### config.mk
export PLATFORM = sky130hd
export DESIGN_NAME = adc_host
export DESIGN_NICKNAME = d
export VERILOG_FILES = /design/src/verilog/adc_host_pkg.sv /design/src/verilog/adc_host_sync.sv /design/src/verilog/adc_host.sv
export SDC_FILE = /design/constraint.sdc
export NUM_CORES = 1
export LEC_CHECK = 0
export ABC_AREA = 1
export CAP_MARGIN = 30
export CORE_MARGIN = 2
export CORE_UTILIZATION = 55
export CTS_BUF_LIST = sky130_fd_sc_hd__clkbuf_8 sky130_fd_sc_hd__clkbuf_16
export CTS_CLUSTER_SIZE = 40
export DETAILED_ROUTE_END_ITERATION = 7
export DONT_BUFFER_PORTS = 1
export PLACE_DENSITY = 0.72
export SLEW_MARGIN = 10
export SYNTH_ARGS = -nofsm -noshare
export SYNTH_HDL_FRONTEND = slang
export SYNTH_SLANG_ARGS = --single-unit
### constraint.sdc
create_clock -name core_clk_i -period 2.26 [get_ports core_clk_i]
set_input_delay 0.452 -clock core_clk_i [delete_from_list [all_inputs] [get_ports core_clk_i]]
set_output_delay 0.452 -clock core_clk_i [all_outputs]
set_load 0.05 [all_outputs]
### src/verilog/adc_host_pkg.sv
package adc_host_pkg;
  // ---------------------------------------------------------------
  // timing
  // ---------------------------------------------------------------
  localparam int CLK_PERIOD_NS = 8;
  localparam int START_LOW_NS = 40;
  localparam int RD_LOW_NS = 40;
  localparam int RD_HIGH_NS = 40;
  localparam int ACQ_NS = 600;
  localparam int INT_PERIOD_NS = 200;
  localparam int START_REQUEST_N_PERIODS = 17;
  localparam int ACQ_PERIODS = 3;
  localparam int CYCLE_PERIODS = START_REQUEST_N_PERIODS + ACQ_PERIODS;
  // least times round up
  localparam int START_LOW_CYC = (START_LOW_NS + CLK_PERIOD_NS - 1) / CLK_PERIOD_NS;
  localparam int RD_LOW_CYC = (RD_LOW_NS + CLK_PERIOD_NS - 1) / CLK_PERIOD_NS;
  localparam int RD_HIGH_CYC = (RD_HIGH_NS + CLK_PERIOD_NS - 1) / CLK_PERIOD_NS;
  localparam int ACQ_CYC = (ACQ_NS + CLK_PERIOD_NS - 1) / CLK_PERIOD_NS;
  // 1.5 internal periods after read strobe rises
  localparam int RD_TO_START_NS = (3 * INT_PERIOD_NS) / 2;
  localparam int RD_TO_START_CYC = (RD_TO_START_NS + CLK_PERIOD_NS - 1) / CLK_PERIOD_NS;
  // start request held high for the whole cycle plus margin
  localparam int START_REQUEST_N_NS = CYCLE_PERIODS * INT_PERIOD_NS;
  localparam int BUSY_WAIT_CYC = (START_REQUEST_N_NS * 2) / CLK_PERIOD_NS;
  localparam int CNT_W = 16;
  localparam int DATA_W = 16;
  localparam int BYTE_W = 8;
  localparam logic [1:0] DIV_1 = 2'h0;
  localparam logic [1:0] DIV_8 = 2'h3;

  typedef enum logic [1:0] {
    RD_FULL,
    RD_BYTES
  } read_mode_type;

  // pins toward the converter
  typedef struct packed {
    logic chip_select_n;
    logic start_request_n;
    logic read_strobe_n;
    logic half_sel;
    logic channel_sel_hi;
    logic channel_sel_lo;
    logic divider_sel_hi;
    logic divider_sel_lo;
  } pins_out_type;
endpackage

### src/verilog/adc_host_sync.sv
`timescale 1ns/10ps
// two-stage synchroniser for pin inputs
module adc_host_sync #(
  parameter int W = 1
) (
  input wire logic core_clk_i,   // core clock
  input wire logic rst_i,        // sync reset
  input wire logic [W-1:0] d_i,  // async input
  output logic [W-1:0] q_o       // synchronised
);
  logic [W-1:0] meta_q;
  // ---------------------------------------------------------------
  // stages
  // ---------------------------------------------------------------
  // first stage feeds only the second
  always_ff @(posedge core_clk_i) begin
    if (rst_i) begin
      meta_q <= '0;
      q_o <= '0;
    end else begin
      meta_q <= d_i;
      q_o <= meta_q;
    end
  end
endmodule

### src/verilog/adc_host.sv
`timescale 1ns/10ps
// Converter rules this block works to
// start by holding chip select and start request low together 40 ns.
// device cycle is 20 internal periods: 17 convert, 3 acquire.
// device converts from first internal clock edge after 40 ns request.
// divider select codes 00,01,10,11 give ratios 1,2,4,8.
// external clock must keep internal clock at or below 5 MHz.
// busy rises within 70 ns of start, high until done.
// result loads as busy falls; busy stays low until next start.
// channel select captured on first rising strobe, used next conversion.
// after 17 periods the device samples the previously captured channel.
// wait at least 600 ns after conversion ends before next start.
// raise start request and chip select 80 ns before second period edge.
// start request stays high until the running conversion completes.
// keep all control inputs stable from that point onward.
// device drives data only while chip select and read strobe low.
// read by holding chip select and read strobe low 40 ns.
// next start no sooner than 1.5 periods after read strobe rises.
// read strobe high at least 40 ns between two reads.
// device floats data as busy rises regardless of read strobe.
// read right after busy falls; release read strobe before start.
// half select low presents full 16-bit result.
// eight-line mode: low byte with half select low, high byte high.
// results are two's complement.
// channel select is an unsigned index 0 to 3.
// result held until next conversion completes.
module adc_host (
  input wire logic core_clk_i,                  // 125 MHz clock
  input wire logic rst_i,                       // sync reset, high
  input wire logic cmd_valid_i,                 // request a conversion
  output logic cmd_ready_o,                     // idle, may accept
  input wire logic [1:0] cmd_channel_i,         // channel for next conversion
  input wire logic [1:0] cmd_divider_i,         // divider ratio code
  input wire logic cmd_bytes_i,                 // read over eight lines
  output logic res_valid_o,                     // result pulse
  output logic signed [15:0] res_data_o,        // two's complement result
  output logic timeout_o,                       // busy never rose or never fell, pulse
  output adc_host_pkg::pins_out_type pins_o,    // control pins
  input wire logic busy_i,                      // converter busy pin
  input wire logic [15:0] result_bus_i          // converter data pins
);
  typedef enum logic [2:0] {
    ST_IDLE,
    ST_START,
    ST_WAIT_BUSY,
    ST_CONVERT,
    ST_READ,
    ST_READ_GAP,
    ST_ACQ
  } state_type;

  state_type state_q;
  logic [adc_host_pkg::CNT_W-1:0] cnt_q;
  logic busy_s;
  logic [15:0] bus_s;
  logic bytes_q;
  logic hi_q;
  logic [7:0] lo_byte_q;
  logic [1:0] chan_q;
  logic [1:0] div_q;
  logic [adc_host_pkg::CNT_W-1:0] wait_q;

  // ---------------------------------------------------------------
  // pin input synchronisers
  // ---------------------------------------------------------------
  adc_host_sync #(.W(17)) u_sync (
    .core_clk_i(core_clk_i),
    .rst_i(rst_i),
    .d_i({busy_i, result_bus_i}),
    .q_o({busy_s, bus_s})
  );

  assign cmd_ready_o = (state_q == ST_IDLE);

  // ---------------------------------------------------------------
  // sequencer
  // ---------------------------------------------------------------
  // the acquisition wait covers both 600 ns and 1.5 periods after read
  localparam int GAP_CYC = (adc_host_pkg::ACQ_CYC > adc_host_pkg::RD_TO_START_CYC) ?
    adc_host_pkg::ACQ_CYC : adc_host_pkg::RD_TO_START_CYC;
  always_ff @(posedge core_clk_i) begin
    if (rst_i) begin
      state_q <= ST_IDLE;
      cnt_q <= '0;
      wait_q <= '0;
      bytes_q <= 1'b0;
      hi_q <= 1'b0;
      chan_q <= 2'h0;
      div_q <= adc_host_pkg::DIV_8;
    end else begin
      unique case (state_q)
        ST_IDLE: begin
          cnt_q <= '0;
          if (cmd_valid_i) begin
            chan_q <= cmd_channel_i;
            div_q <= cmd_divider_i;
            bytes_q <= cmd_bytes_i;
            state_q <= ST_START;
          end
        end
        ST_START: begin
          // hold both low long enough to start
          if (cnt_q == adc_host_pkg::CNT_W'(adc_host_pkg::START_LOW_CYC - 1)) begin
            cnt_q <= '0;
            wait_q <= '0;
            state_q <= ST_WAIT_BUSY;
          end else begin
            cnt_q <= cnt_q + 1'b1;
          end
        end
        ST_WAIT_BUSY: begin
          // strobes already high: releases early, ahead of the 80 ns point
          wait_q <= wait_q + 1'b1;
          if (busy_s) begin
            state_q <= ST_CONVERT;
          end else if (wait_q == adc_host_pkg::CNT_W'(adc_host_pkg::BUSY_WAIT_CYC)) begin
            state_q <= ST_IDLE;
          end
        end
        ST_CONVERT: begin
          // start request stays high, nothing toggles while busy
          wait_q <= wait_q + 1'b1;
          if (!busy_s) begin
            cnt_q <= '0;
            hi_q <= 1'b0;
            state_q <= ST_READ;
          end else if (wait_q == adc_host_pkg::CNT_W'(adc_host_pkg::BUSY_WAIT_CYC)) begin
            state_q <= ST_IDLE;
          end
        end
        ST_READ: begin
          // strobe low 40 ns plus two sync stages before sampling
          if (cnt_q == adc_host_pkg::CNT_W'(adc_host_pkg::RD_LOW_CYC + 1)) begin
            cnt_q <= '0;
            if (bytes_q && !hi_q) begin
              state_q <= ST_READ_GAP;
            end else begin
              state_q <= ST_ACQ;
            end
          end else begin
            cnt_q <= cnt_q + 1'b1;
          end
        end
        ST_READ_GAP: begin
          if (cnt_q == adc_host_pkg::CNT_W'(adc_host_pkg::RD_HIGH_CYC - 1)) begin
            cnt_q <= '0;
            hi_q <= 1'b1;
            state_q <= ST_READ;
          end else begin
            cnt_q <= cnt_q + 1'b1;
          end
        end
        ST_ACQ: begin
          if (cnt_q == adc_host_pkg::CNT_W'(GAP_CYC - 1)) begin
            cnt_q <= '0;
            state_q <= ST_IDLE;
          end else begin
            cnt_q <= cnt_q + 1'b1;
          end
        end
      endcase
    end
  end

  // ---------------------------------------------------------------
  // result capture
  // ---------------------------------------------------------------
  // sample at the end of the low window, just before strobe rises
  logic sample_now;
  assign sample_now = (state_q == ST_READ) &&
    (cnt_q == adc_host_pkg::CNT_W'(adc_host_pkg::RD_LOW_CYC + 1));
  always_ff @(posedge core_clk_i) begin
    if (rst_i) begin
      lo_byte_q <= 8'h00;
      res_data_o <= 16'sh0000;
      res_valid_o <= 1'b0;
    end else begin
      res_valid_o <= 1'b0;
      if (sample_now) begin
        if (!bytes_q) begin
          res_data_o <= $signed(bus_s);
          res_valid_o <= 1'b1;
        end else if (!hi_q) begin
          lo_byte_q <= bus_s[7:0];
        end else begin
          res_data_o <= $signed({bus_s[7:0], lo_byte_q});
          res_valid_o <= 1'b1;
        end
      end
    end
  end

  // timeout pulse when busy never rose or never fell
  always_ff @(posedge core_clk_i) begin
    if (rst_i) begin
      timeout_o <= 1'b0;
    end else begin
      timeout_o <= (state_q == ST_WAIT_BUSY || state_q == ST_CONVERT) &&
        (wait_q == adc_host_pkg::CNT_W'(adc_host_pkg::BUSY_WAIT_CYC)) &&
        (state_q == ST_WAIT_BUSY ? !busy_s : busy_s);
    end
  end

  // ---------------------------------------------------------------
  // pin drive, all registered
  // ---------------------------------------------------------------
  // channel lines change as start falls, stable from there through the capturing rising edge
  always_ff @(posedge core_clk_i) begin
    if (rst_i) begin
      pins_o <= '{chip_select_n: 1'b1, start_request_n: 1'b1, read_strobe_n: 1'b1,
                  half_sel: 1'b0, channel_sel_hi: 1'b0, channel_sel_lo: 1'b0,
                  divider_sel_hi: 1'b1, divider_sel_lo: 1'b1};
    end else begin
      pins_o.start_request_n <= !(state_q == ST_START);
      pins_o.chip_select_n <= !(state_q == ST_START || state_q == ST_READ);
      pins_o.read_strobe_n <= !(state_q == ST_READ);
      pins_o.half_sel <= bytes_q && hi_q;
      pins_o.channel_sel_hi <= chan_q[1];
      pins_o.channel_sel_lo <= chan_q[0];
      pins_o.divider_sel_hi <= div_q[1];
      pins_o.divider_sel_lo <= div_q[0];
    end
  end
endmodule

==> results of run 1 <==
## cell usage after synthesis
cell type / count
o21ai_1: 16
o21bai_1: 3
nand3_2: 5
o21ai_0: 36
o21ai_2: 2
a211oi_1: 1
clkinv_1: 1
nand4_1: 8
nand4_2: 1
nand2_1: 109
a31oi_1: 1
a21oi_1: 51
nor2_2: 6
o311ai_0: 2
or2_2: 2
ha_1: 5
nand2_2: 5
nand3_1: 36
inv_2: 6
buf_2: 5
dfxtp_1: 109
xor2_1: 8
a31oi_2: 1
nor3_1: 12
buf_1: 1
nand4_4: 2
o211ai_1: 2
clkbuf_1: 10
buf_6: 6
inv_1: 111
nor2_8: 1
a221oi_1: 1
xnor2_1: 1
nor2_1: 92
nor2_4: 1
## worst max-delay path, stage by stage, from the launching register on
cell and delay, ns:
dfxtp_1 0.53, nand2_1 0.14, o21ai_2 0.41, buf_4 0.26
inv_1 0.11, nor3_1 0.14, o21ai_0 0.11, nor2_1 0.09
## state kept, by name, summed over array words and instances, names as in the netlist
register,count
hi_q,1
timeout_o,1
lo_byte_q,8
res_valid_o,1
cnt_q,16
state_q,3
bytes_q,1
res_data_o,16
u_sync.meta_q,17
div_q,2
wait_q,16
pins_o,8
chan_q,2
u_sync.q_o,17
## routing by layer
layer / GRT usage [%] / vias up / part of all wire, %
met5: 0 / - / 0
met4: 8.01 / 0 / 1.4
met3: 3.96 / 13 / 5.0
met2: 31.6 / 109 / 45
met1: 29.2 / 1713 / 48
li1: - / 2050 / -
## path summary, 6_finish.rpt
check	slack, ns	to	from
min reg2reg	0.41	u_sync.q_o[12]	u_sync.meta_q[12]
max reg2reg	0.41	cnt_q[4]	state_q[0]
min	0.14	u_sync.meta_q[16]	rst_i
max	0.41	cnt_q[4]	state_q[0]
## kinds of logic after synthesis
family | Yosys count | synth area share (%)
buf+inv | 140 | 12.1
simple gates | 280 | 26.4
xor+xnor | 9 | 1.65
fa+ha+maj | 5 | 1.31
compound gates | 116 | 13.0
flops | 109 | 45.6
## power by group
group	total, mW	switching (mW)	internal [mW]	leakage, nW
sequential	2.18	0.155	2.02	0.888
clock	1.18	0.736	0.445	0.104
combinational	0.718	0.516	0.202	0.943
total	4.08	1.41	2.67	1.94
## final cells by class
class                           instances  area (µm²)
Multi-Input combinational cell        410        2030
Tap cell                              108         135
Timing Repair Buffer                    5        37.5
Fill cell                             822        3560
Clock buffer                            9         124
Clock inverter                          7        81.3
Sequential cell                       109        2180
Inverter                              118         443
==> flow_metrics.tcl, run 1 <==
set metrics [dict create \
    finalSetupTns_ns 0 \
    fp-row-count 34 \
    die_area_um2 9460 \
    p_leak_nw 1.94 \
    post-cts-setup-buffers 0 \
    fin_crit_ns 1.85 \
    ys_seq_area_share_pct 45.6 \
    crit_type "flip-flop to flip-flop" \
    reg2regPathDepth 7 \
    cts_root_buffer "clkbuf_8" \
    status "complete, no violations" \
    grt_pass1_wl_mm 16.2 \
    slew_headroom_pct 63.9 \
    slew_viol_final 0 \
    dp_slack_ns 0.431 \
    drt-total-wl_mm 9.57 \
    finalSetupViolations 0 \
    start_kind "flip-flop" \
    ys_ff_latch 109 \
    drive_gt1_share_pct 8.21 \
    final_cell_mix "inv_1 (111), nand2_1 (109), dfxtp_1 (109)" \
    htree_levels 3 \
    tightestPinTransition_ns 0.540 \
    hold_class "input pin to flip-flop" \
    die_h_um 97.3 \
    power_density_nw_per_um2 810 \
    synth_area_leaders "dfxtp_1 (46%), inv_1 (8.7%), nand2_1 (8.5%)" \
    nets 683 \
    min_path_cells 1 \
    first_pass_iters 5 \
    final_antenna_net_count 0 \
    timing.final.crit_share_pct 81.8 \
    synthCells 659 \
    synth_top_area_share_pct 45.6 \
    rsz0062_at_grt "false" \
    finalPower_mw 4.08 \
    grt-ovfl-total 0 \
    drv_cap 0 \
    ys_warn_count 0 \
    io_pins 52 \
    first_global_vias 3527 \
    cts.repair.resized 0 \
    tritoncts "done" \
    die_width_um 97.3 \
    synth_cell_type_count 35 \
    holdWs_ns 0.135 \
    cts.sinks 109 \
    hold_violations 0 \
    final_area_um2 5030 \
    max_freq_ghz 0.541 \
    first_iter_violations 244 \
    syn2layout_area_growth_pct 5.20 \
    gp_congestion 0.880 \
    fin_cells 766 \
    worst_slack_ns 0.410 \
    io_buffers 0 \
    finClkSkew_ns 0.00893 \
    antenna_found_initial 0 \
    diodes 0 \
    start_util_pct 55.7 \
    vias_per_cell 5.07 \
    placed_cells 750 \
    clk_pin_slew_ns 0.11 \
    critPathArrivalTime_ns 2.16 \
    synth_area_um2 4790 \
    grt_max_degree 61 \
    core_um2 8590 \
    final_common_cell "inv_1" \
    vdd.ir_drop.worst_v 0.000355 \
    vias 3885 \
    dpl-instance-area_um2 4830 \
    final_util_pct 58.6 \
    wl_per_cell_um 12.5 \
    grt_util_all_layers_pct 20.7 \
    clkLatencyLatePin_ns 0.37 \
    required_ns 2.57 \
    path_max_fanout 10 \
    syn_nets 689 \
    dp.final_hpwl_mm 6.80 \
    critPathCaptureType "flip-flop" \
    avgSynthCellArea_um2 7.26 \
    drc 0 \
    yosys.area.top_type "dfxtp_1" \
    cts_hold_buf 0 \
    cts_buffer_depth 2 \
    cts_buffers 9 \
]
No activity file was read; power rests on OpenSTA's default activity.
==> run 2, diff against run 1 <==
--- a/config.mk
+++ b/config.mk
@@ -5,7 +5,7 @@
 export SDC_FILE = /design/constraint.sdc
 export NUM_CORES = 1
 export LEC_CHECK = 0
-export ABC_AREA = 1
+export ABC_AREA = 0
 export CAP_MARGIN = 30
 export CORE_MARGIN = 2
 export CORE_UTILIZATION = 55
@@ -13,7 +13,7 @@
 export CTS_CLUSTER_SIZE = 40
 export DETAILED_ROUTE_END_ITERATION = 7
 export DONT_BUFFER_PORTS = 1
-export PLACE_DENSITY = 0.72
+export PLACE_DENSITY = 0.75
 export SLEW_MARGIN = 10
 export SYNTH_ARGS = -nofsm -noshare
 export SYNTH_HDL_FRONTEND = slang
==> constraint.sdc (replaced) <==
create_clock -name core_clk_i -period 1.7 [get_ports core_clk_i]
set_input_delay 0.34 -clock core_clk_i [delete_from_list [all_inputs] [get_ports core_clk_i]]
set_output_delay 0.34 -clock core_clk_i [all_outputs]
set_load 0.05 [all_outputs]
==> run 2 against run 1 <==
Net effect: the flow now finishes with violations (negative setup slack); combinational power grew to 2.6 times the previous value; die area is 2.4% lower; non-clock buffer count is 89 higher; sequential share of layout area is 8.7 points lower; cell count is 13% lower; synthesized cell count is 27% lower; largest power group unchanged.
==> flow_metrics.tcl, run 2 <==
set metrics [dict create \
    hold_violations 0 \
    cts_buffer_depth 2 \
    synth_edf_count 0 \
    finClkSkew_ns 0.0179 \
    hold_class "input pin to flip-flop" \
    die_h_um 96.1 \
    critPathLaunch "cnt_q[5]" \
    fin_crit_ns 1.97 \
    synth_common_cells "dfxtp_1 (109), mux2i_1 (44), nor2_1 (39), nor2b_1 (39), nand2_1 (30)" \
    io_buffers 0 \
    drc 0 \
    die_area_um2 9240 \
    clk_pin_slew_ns 0.12 \
    syn2layout_area_growth_pct 35.6 \
    first_iter_violations 173 \
    drive_gt1_share_pct 37.9 \
    vdd.ir_drop.worst_v 0.000675 \
    grt_max_degree 99 \
    slew_headroom_pct 58.6 \
    die_width_um 96.1 \
    placed_cells 642 \
    first_global_vias 3817 \
    gp_congestion 0.845 \
    critPathCaptureType "flip-flop" \
    reg2regPathDepth 7 \
    p_leak_nw 2.29 \
    htree_levels 3 \
    cts_buffers 9 \
    rrSetupSlack_ns -0.27 \
    ys_warn_count 0 \
    dp_slack_ns -0.307 \
    tritoncts "done" \
    crit_end "wait_q[3]" \
    required_ns 2.02 \
    ys_seq_area_share_pct 46.7 \
    rsz0062_at_grt "true" \
    ys_ff_latch 109 \
    first_pass_iters 4 \
    finalSetupViolations 60 \
    holdWs_ns 0.0227 \
    synth_top_area_share_pct 46.7 \
    drt-total-wl_mm 12.0 \
    grt_pass1_wl_mm 18.5 \
    synthCells 482 \
    cts.sinks 109 \
    r2r-end "wait_q[3]" \
    finalPower_mw 6.41 \
    vias_per_cell 5.76 \
    grt-ovfl-total 0 \
    power_density_nw_per_um2 1010 \
    largestRegisters "u_sync.meta_q (17), u_sync.q_o (17)" \
    nets 587 \
    io_pins 52 \
    tightestPinTransition_ns 0.619 \
    async_flop_share_pct 0 \
    drv_cap 0 \
    critPathArrivalTime_ns 2.29 \
    start_kind "flip-flop" \
    crit_type "flip-flop to flip-flop" \
    max_freq_ghz 0.506 \
    grt_util_all_layers_pct 26.2 \
    path_max_fanout 4 \
    timing.rr.start "cnt_q[5]" \
    yosys.area.top_type "dfxtp_1" \
    clkLatencyLatePin_ns 0.38 \
    antenna_found_initial 0 \
    synth_cell_type_count 55 \
    final_antenna_net_count 0 \
    wl_per_cell_um 18.0 \
    timing.final.crit_share_pct 116 \
    status "finished with violations" \
    synth_area_um2 4670 \
    fin_cells 667 \
    post-synth-top-count-cell "dfxtp_1" \
    synth_area_leaders "dfxtp_1 (47%), mux2i_1 (9.4%), nor2b_1 (5.2%)" \
    finalSetupTns_ns -9.48 \
    fp-row-count 33 \
    final_common_cell "dfxtp_1" \
    worst_slack_ns -0.275 \
    start_util_pct 56.8 \
    slew_viol_final 0 \
    synth_ff_type "dfxtp_1" \
    avgSynthCellArea_um2 9.69 \
    diodes 0 \
    core_um2 8220 \
    syn_nets 512 \
    vias 3841 \
    cts_root_buffer "clkbuf_8" \
    final_cell_mix "dfxtp_1 (103), buf_4 (66), mux2i_1 (43)" \
    cts_hold_buf 0 \
    violations "negative setup slack" \
    dp.final_hpwl_mm 7.19 \
]
run 2: changes by cell type after synthesis, moves of 20 or more:
| cell | change |
|---|---|
| inv_1 | -103 |
| nand2_1 | -79 |
| nor2_1 | -53 |
| mux2i_1 | +44 |
| nor2b_1 | +39 |
| a21oi_1 | -35 |
| o21ai_0 | -33 |
| nand3_1 | -22 |
| a211oi_1 | +20 |
| nand2b_1 | +20 |
run 2: through the flow:
step           instance area (µm²)  util [%]
2_1_floorplan                 4840         -
3_3_place_gp                  5510      67.0
3_5_place_dp                  5510      67.0
4_1_cts                       6210      75.6
5_1_grt                       6330      77.1
6_report                      6330      77.1
run 2: repair_timing:
action / CTS / global route
resized for setup: 89 / 27
setup endpoints to repair: 60 / 60
cloned: 3 / 0
pin swaps: 31 / 6
buffers inserted: 5 / 2
run 2: final cells by class:
cell class / count / area [µm²]
clock buffer: 9 / 124
timing repair buffer: 94 / 916
inverter: 9 / 36.3
clock inverter: 7 / 81.3
multi-input combinational: 334 / 2850
sequential: 109 / 2190
tap: 105 / 131
fill: 507 / 1890
run 2: routing by layer:
metal | global-route usage, % | wire (µm)
met2 | 43.9 | 5880
met3 | 6.81 | 665
met5 | 0 | 0
met4 | 10.6 | 244
met1 | 32.0 | 5220
run 2: worst min-delay path by stage:
| stage | cells past startpoint | slack (ns) | from | end |
|---|---|---|---|---|
| floorplan | 1 | 0.41 | div_q[0] | pins_o[0] |
| global placement | 1 | 0.41 | rst_i | wait_q[0] |
| detailed placement | 1 | 0.42 | rst_i | u_sync.meta_q[16] |
| CTS | 1 | 0.02 | rst_i | u_sync.meta_q[16] |
| global route | 1 | 0.01 | rst_i | u_sync.meta_q[1] |
| finish | 1 | 0.02 | rst_i | state_q[2] |
run 2: worst max-delay path, stage by stage (launching register included):
cell	delay, ns
dfxtp_4	0.36
nor4_4	0.31
and4_4	0.35
buf_6	0.13
buf_6	0.09
a31oi_1	0.09
or4_1	0.44
a21oi_2	0.14
run 2: report_power, final:
part	switching, mW	leakage (nW)	total (mW)	internal (mW)
clock network	0.950	0.105	1.66	0.709
logic	1.04	1.29	1.89	0.847
registers	0.172	0.891	2.86	2.69
total	2.17	2.29	6.41	4.24
run 2: logic make-up after synthesis:
family | count (synthesis) | share of synthesized area, %
AO/OA/AOI/OAI | 64 | 10.3
buffers and inverters | 39 | 3.73
XOR/XNOR | 9 | 1.69
flip-flops | 109 | 46.7
AND/OR/NAND/NOR | 212 | 26.7
adder cells (fa/ha/maj) | 5 | 1.34
multiplexers | 44 | 9.43
==> run 3, diff against run 2 <==
--- a/config.mk
+++ b/config.mk
@@ -17,4 +17,5 @@
 export SLEW_MARGIN = 10
 export SYNTH_ARGS = -nofsm -noshare
 export SYNTH_HDL_FRONTEND = slang
+export SYNTH_HIERARCHICAL = 1
 export SYNTH_SLANG_ARGS = --single-unit
==> run 3 against run 2 <==
Net effect: the flow still finishes with violations (negative setup slack); clock-buffer cell count unchanged; setup slack worse by 0.49 ns; utilization shrank 4.6 points; combinational power is 62% lower; die area decreased by 4.9%; flip-flop and latch count unchanged.
==> flow_metrics.tcl, run 3 <==
set metrics [dict create \
    syn_nets 490 \
    synth_common_cells "dfxtp_1 (109), nor2_1 (53), nor2b_1 (33), mux2i_1 (30), nand2_1 (24)" \
    die_area_um2 8780 \
    fp-row-count 32 \
    max_freq_ghz 0.405 \
    drt-total-wl_mm 10.1 \
    ys_warn_count 6 \
    cts.sinks 109 \
    core_um2 7770 \
    clkLatencyLatePin_ns 0.39 \
    path_buf_inv 3 \
    syn2layout_area_growth_pct 27.2 \
    critPathCaptureType "flip-flop" \
    hold_class "input pin to flip-flop" \
    finClkSkew_ns 0.0173 \
    timing.final.crit_share_pct 145 \
    p_seq_share_pct 54.9 \
    vias 3541 \
    p_sw_mw 1.42 \
    synth-compound-area-share_pct 10.2 \
    final_cell_mix "dfxtp_1 (103), buf_4 (67), nor2_1 (40)" \
    path_cells "inv_2, ha_4, or4b_4, or4_4, nor4b_4, buf_4, buf_12, nor2_1, a211oi_1" \
    dpl-instance-area_um2 5030 \
    grt_pass1_wl_mm 15.8 \
    p_leak_nw 2.10 \
    drive_gt1_share_pct 31.1 \
    synthXorXnorAreaFrac_pct 2.77 \
    synthAdderAreaFrac_pct 1.41 \
    post-synth-top-count-cell "dfxtp_1" \
    yosys.area.top_type "dfxtp_1" \
    dp.final_hpwl_mm 6.14 \
    crit_type "flip-flop to flip-flop" \
    final_antenna_net_count 0 \
    yosys.area_share.simple_pct 25.1 \
    avgSynthCellArea_um2 9.63 \
    gp_congestion 0.858 \
    antenna_found_initial 0 \
    vdd.ir_drop.worst_v 0.000721 \
    finalPower_mw 4.97 \
    cts_root_buffer "clkbuf_8" \
    synth_top_area_share_pct 49.3 \
    start_util_pct 57.0 \
    synth_ff_type "dfxtp_1" \
    largestRegisters "u_sync/meta_q (17), u_sync/q_o (17)" \
    cp_top_family "simple AND/OR/NAND/NOR gates" \
    die_width_um 93.7 \
    tightestPinTransition_ns 0.590 \
    status "finished with violations" \
    first_global_vias 3410 \
    internal-power_mw 3.55 \
    cts_buffer_depth 2 \
    clock_power_share_pct 30.8 \
    critPathMaxStageDelay_ns 0.47 \
    final_common_cell "dfxtp_1" \
    violations "negative setup slack" \
    synth_area_um2 4430 \
    wl_per_cell_um 16.0 \
    synth_edf_count 0 \
    final_area_um2 5630 \
    required_ns 2.00 \
    first_iter_violations 170 \
    critPathArrivalTime_ns 2.77 \
    crit_slowest_cell "or4_4" \
    slew_headroom_pct 60.6 \
    fin_cells 635 \
    diodes 0 \
    htree_levels 3 \
    synth_cell_type_count 57 \
    synth_top_family_by_area "simple AND/OR/NAND/NOR gates" \
    drc 0 \
    rsz0062_at_grt "true" \
    power_frac_comb_pct 14.3 \
    hold_violations 0 \
    fin_crit_ns 2.47 \
    slew_viol_final 0 \
    nets 558 \
    grt-ovfl-total 0 \
    grt_max_degree 81 \
    finalSetupViolations 61 \
    die_h_um 93.7 \
    first_pass_iters 4 \
    start_kind "flip-flop" \
    synthCells 460 \
    dp_slack_ns -0.668 \
    synth_area_leaders "dfxtp_1 (49%), mux2i_1 (6.8%), nor2b_1 (4.7%)" \
    rrSetupSlack_ns -0.77 \
    vias_per_cell 5.58 \
    io_pins 52 \
    switching_share_pct 28.6 \
    nFillCells 528 \
    power_density_nw_per_um2 884 \
    clk_pin_slew_ns 0.12 \
    ys_seq_area_share_pct 49.3 \
    worst_slack_ns -0.767 \
    drv_cap 0 \
    cts_buffers 9 \
    async_flop_share_pct 0 \
    placed_cells 602 \
    grt_util_all_layers_pct 23.0 \
    synth_mux_area_share_pct 7.29 \
    path_max_fanout 8 \
    ys_ff_latch 109 \
    tritoncts "done" \
    io_buffers 0 \
]
==> run 3: cell count changes after synthesis, moves of 9 or more <==
cell      delta
mux2i_1     -14
nand2b_1    -14
nor2_1      +14
nor3_1      -11
o21ai_0      +9
==> run 3: area by class of cell <==
cell class / count / area (µm²) / area share, %
clock inverters: 7 / 66.3 / 1.18
well taps: 102 / 128 / 2.27
repair buffers: 83 / 729 / 13.0
multi-input cells: 314 / 2350 / 41.8
inverters: 11 / 41.3 / 0.733
clock buffers: 9 / 124 / 2.20
flip-flops and latches: 109 / 2190 / 38.9
==> run 3: what timing repair did <==
action | CTS | global route
pin swaps | 6 | 16
gates resized for setup | 26 | 44
cloned | 3 | 0
endpoints found under the hold margin | 0 | 16
hold buffers | 0 | 5
setup endpoints to repair | 62 | 62
setup buffers | 5 | 9
==> run 3: routing by layer <==
layer	part of all wire (%)	GRT usage, %	vias to the layer above
met4	1.5	5.43	0
li1	-	-	1755
met3	4.5	7.06	14
met5	0	0	-
met1	41	26.0	1704
met2	53	42.0	68
==> run 3: logic make-up after synthesis <==
kind of cell | count (synthesis)
buf+inv | 37
simple gates | 196
flops | 109
mux | 32
fa+ha+maj | 5
compound gates | 67
xor+xnor | 14
==> run 3: stage by stage <==
step	utilization [%]	hold WS, ns	setup TNS, ns
CTS	69.6	0.00272	-33.64
floorplan	-	0.414	-26.12
global route	72.5	-0.0109	-41.20
global placement	64.7	0.415	-31.36
detailed placement	64.7	0.418	-33.42
finish	72.5	0.00900	-37.38
==> run 3: worst reg2reg max path: stages, from the launching register on <==
cell and delay (ns):
dfxtp_2 0.34, inv_2 0.08, ha_4 0.15, or4b_4 0.46, or4_4 0.47, nor4b_4 0.28
buf_4 0.20, buf_12 0.14, nor2_1 0.05, a211oi_1 0.20
==> run 3: path summary, 6_finish.rpt <==
path	end	depth (start not counted)	from
setup / recovery	res_data_o[7]	9	cnt_q[0]
setup reg to reg	res_data_o[7]	9	cnt_q[0]
hold reg to reg	u_sync/q_o[11]	1	u_sync/meta_q[11]
hold / removal	res_data_o[8]	1	rst_i
==> run 3: power by group through the flow <==
| stage | combinational (mW) | clock [mW] | sequential, mW |
|---|---|---|---|
| floorplan | 0.447 | 0 | 2.78 |
| global placement | 0.613 | 0 | 2.78 |
| detailed placement | 0.621 | 0 | 2.79 |
| CTS | 0.644 | 1.55 | 2.73 |
| global route | 0.761 | 1.66 | 2.74 |
| finish | 0.712 | 1.53 | 2.73 |
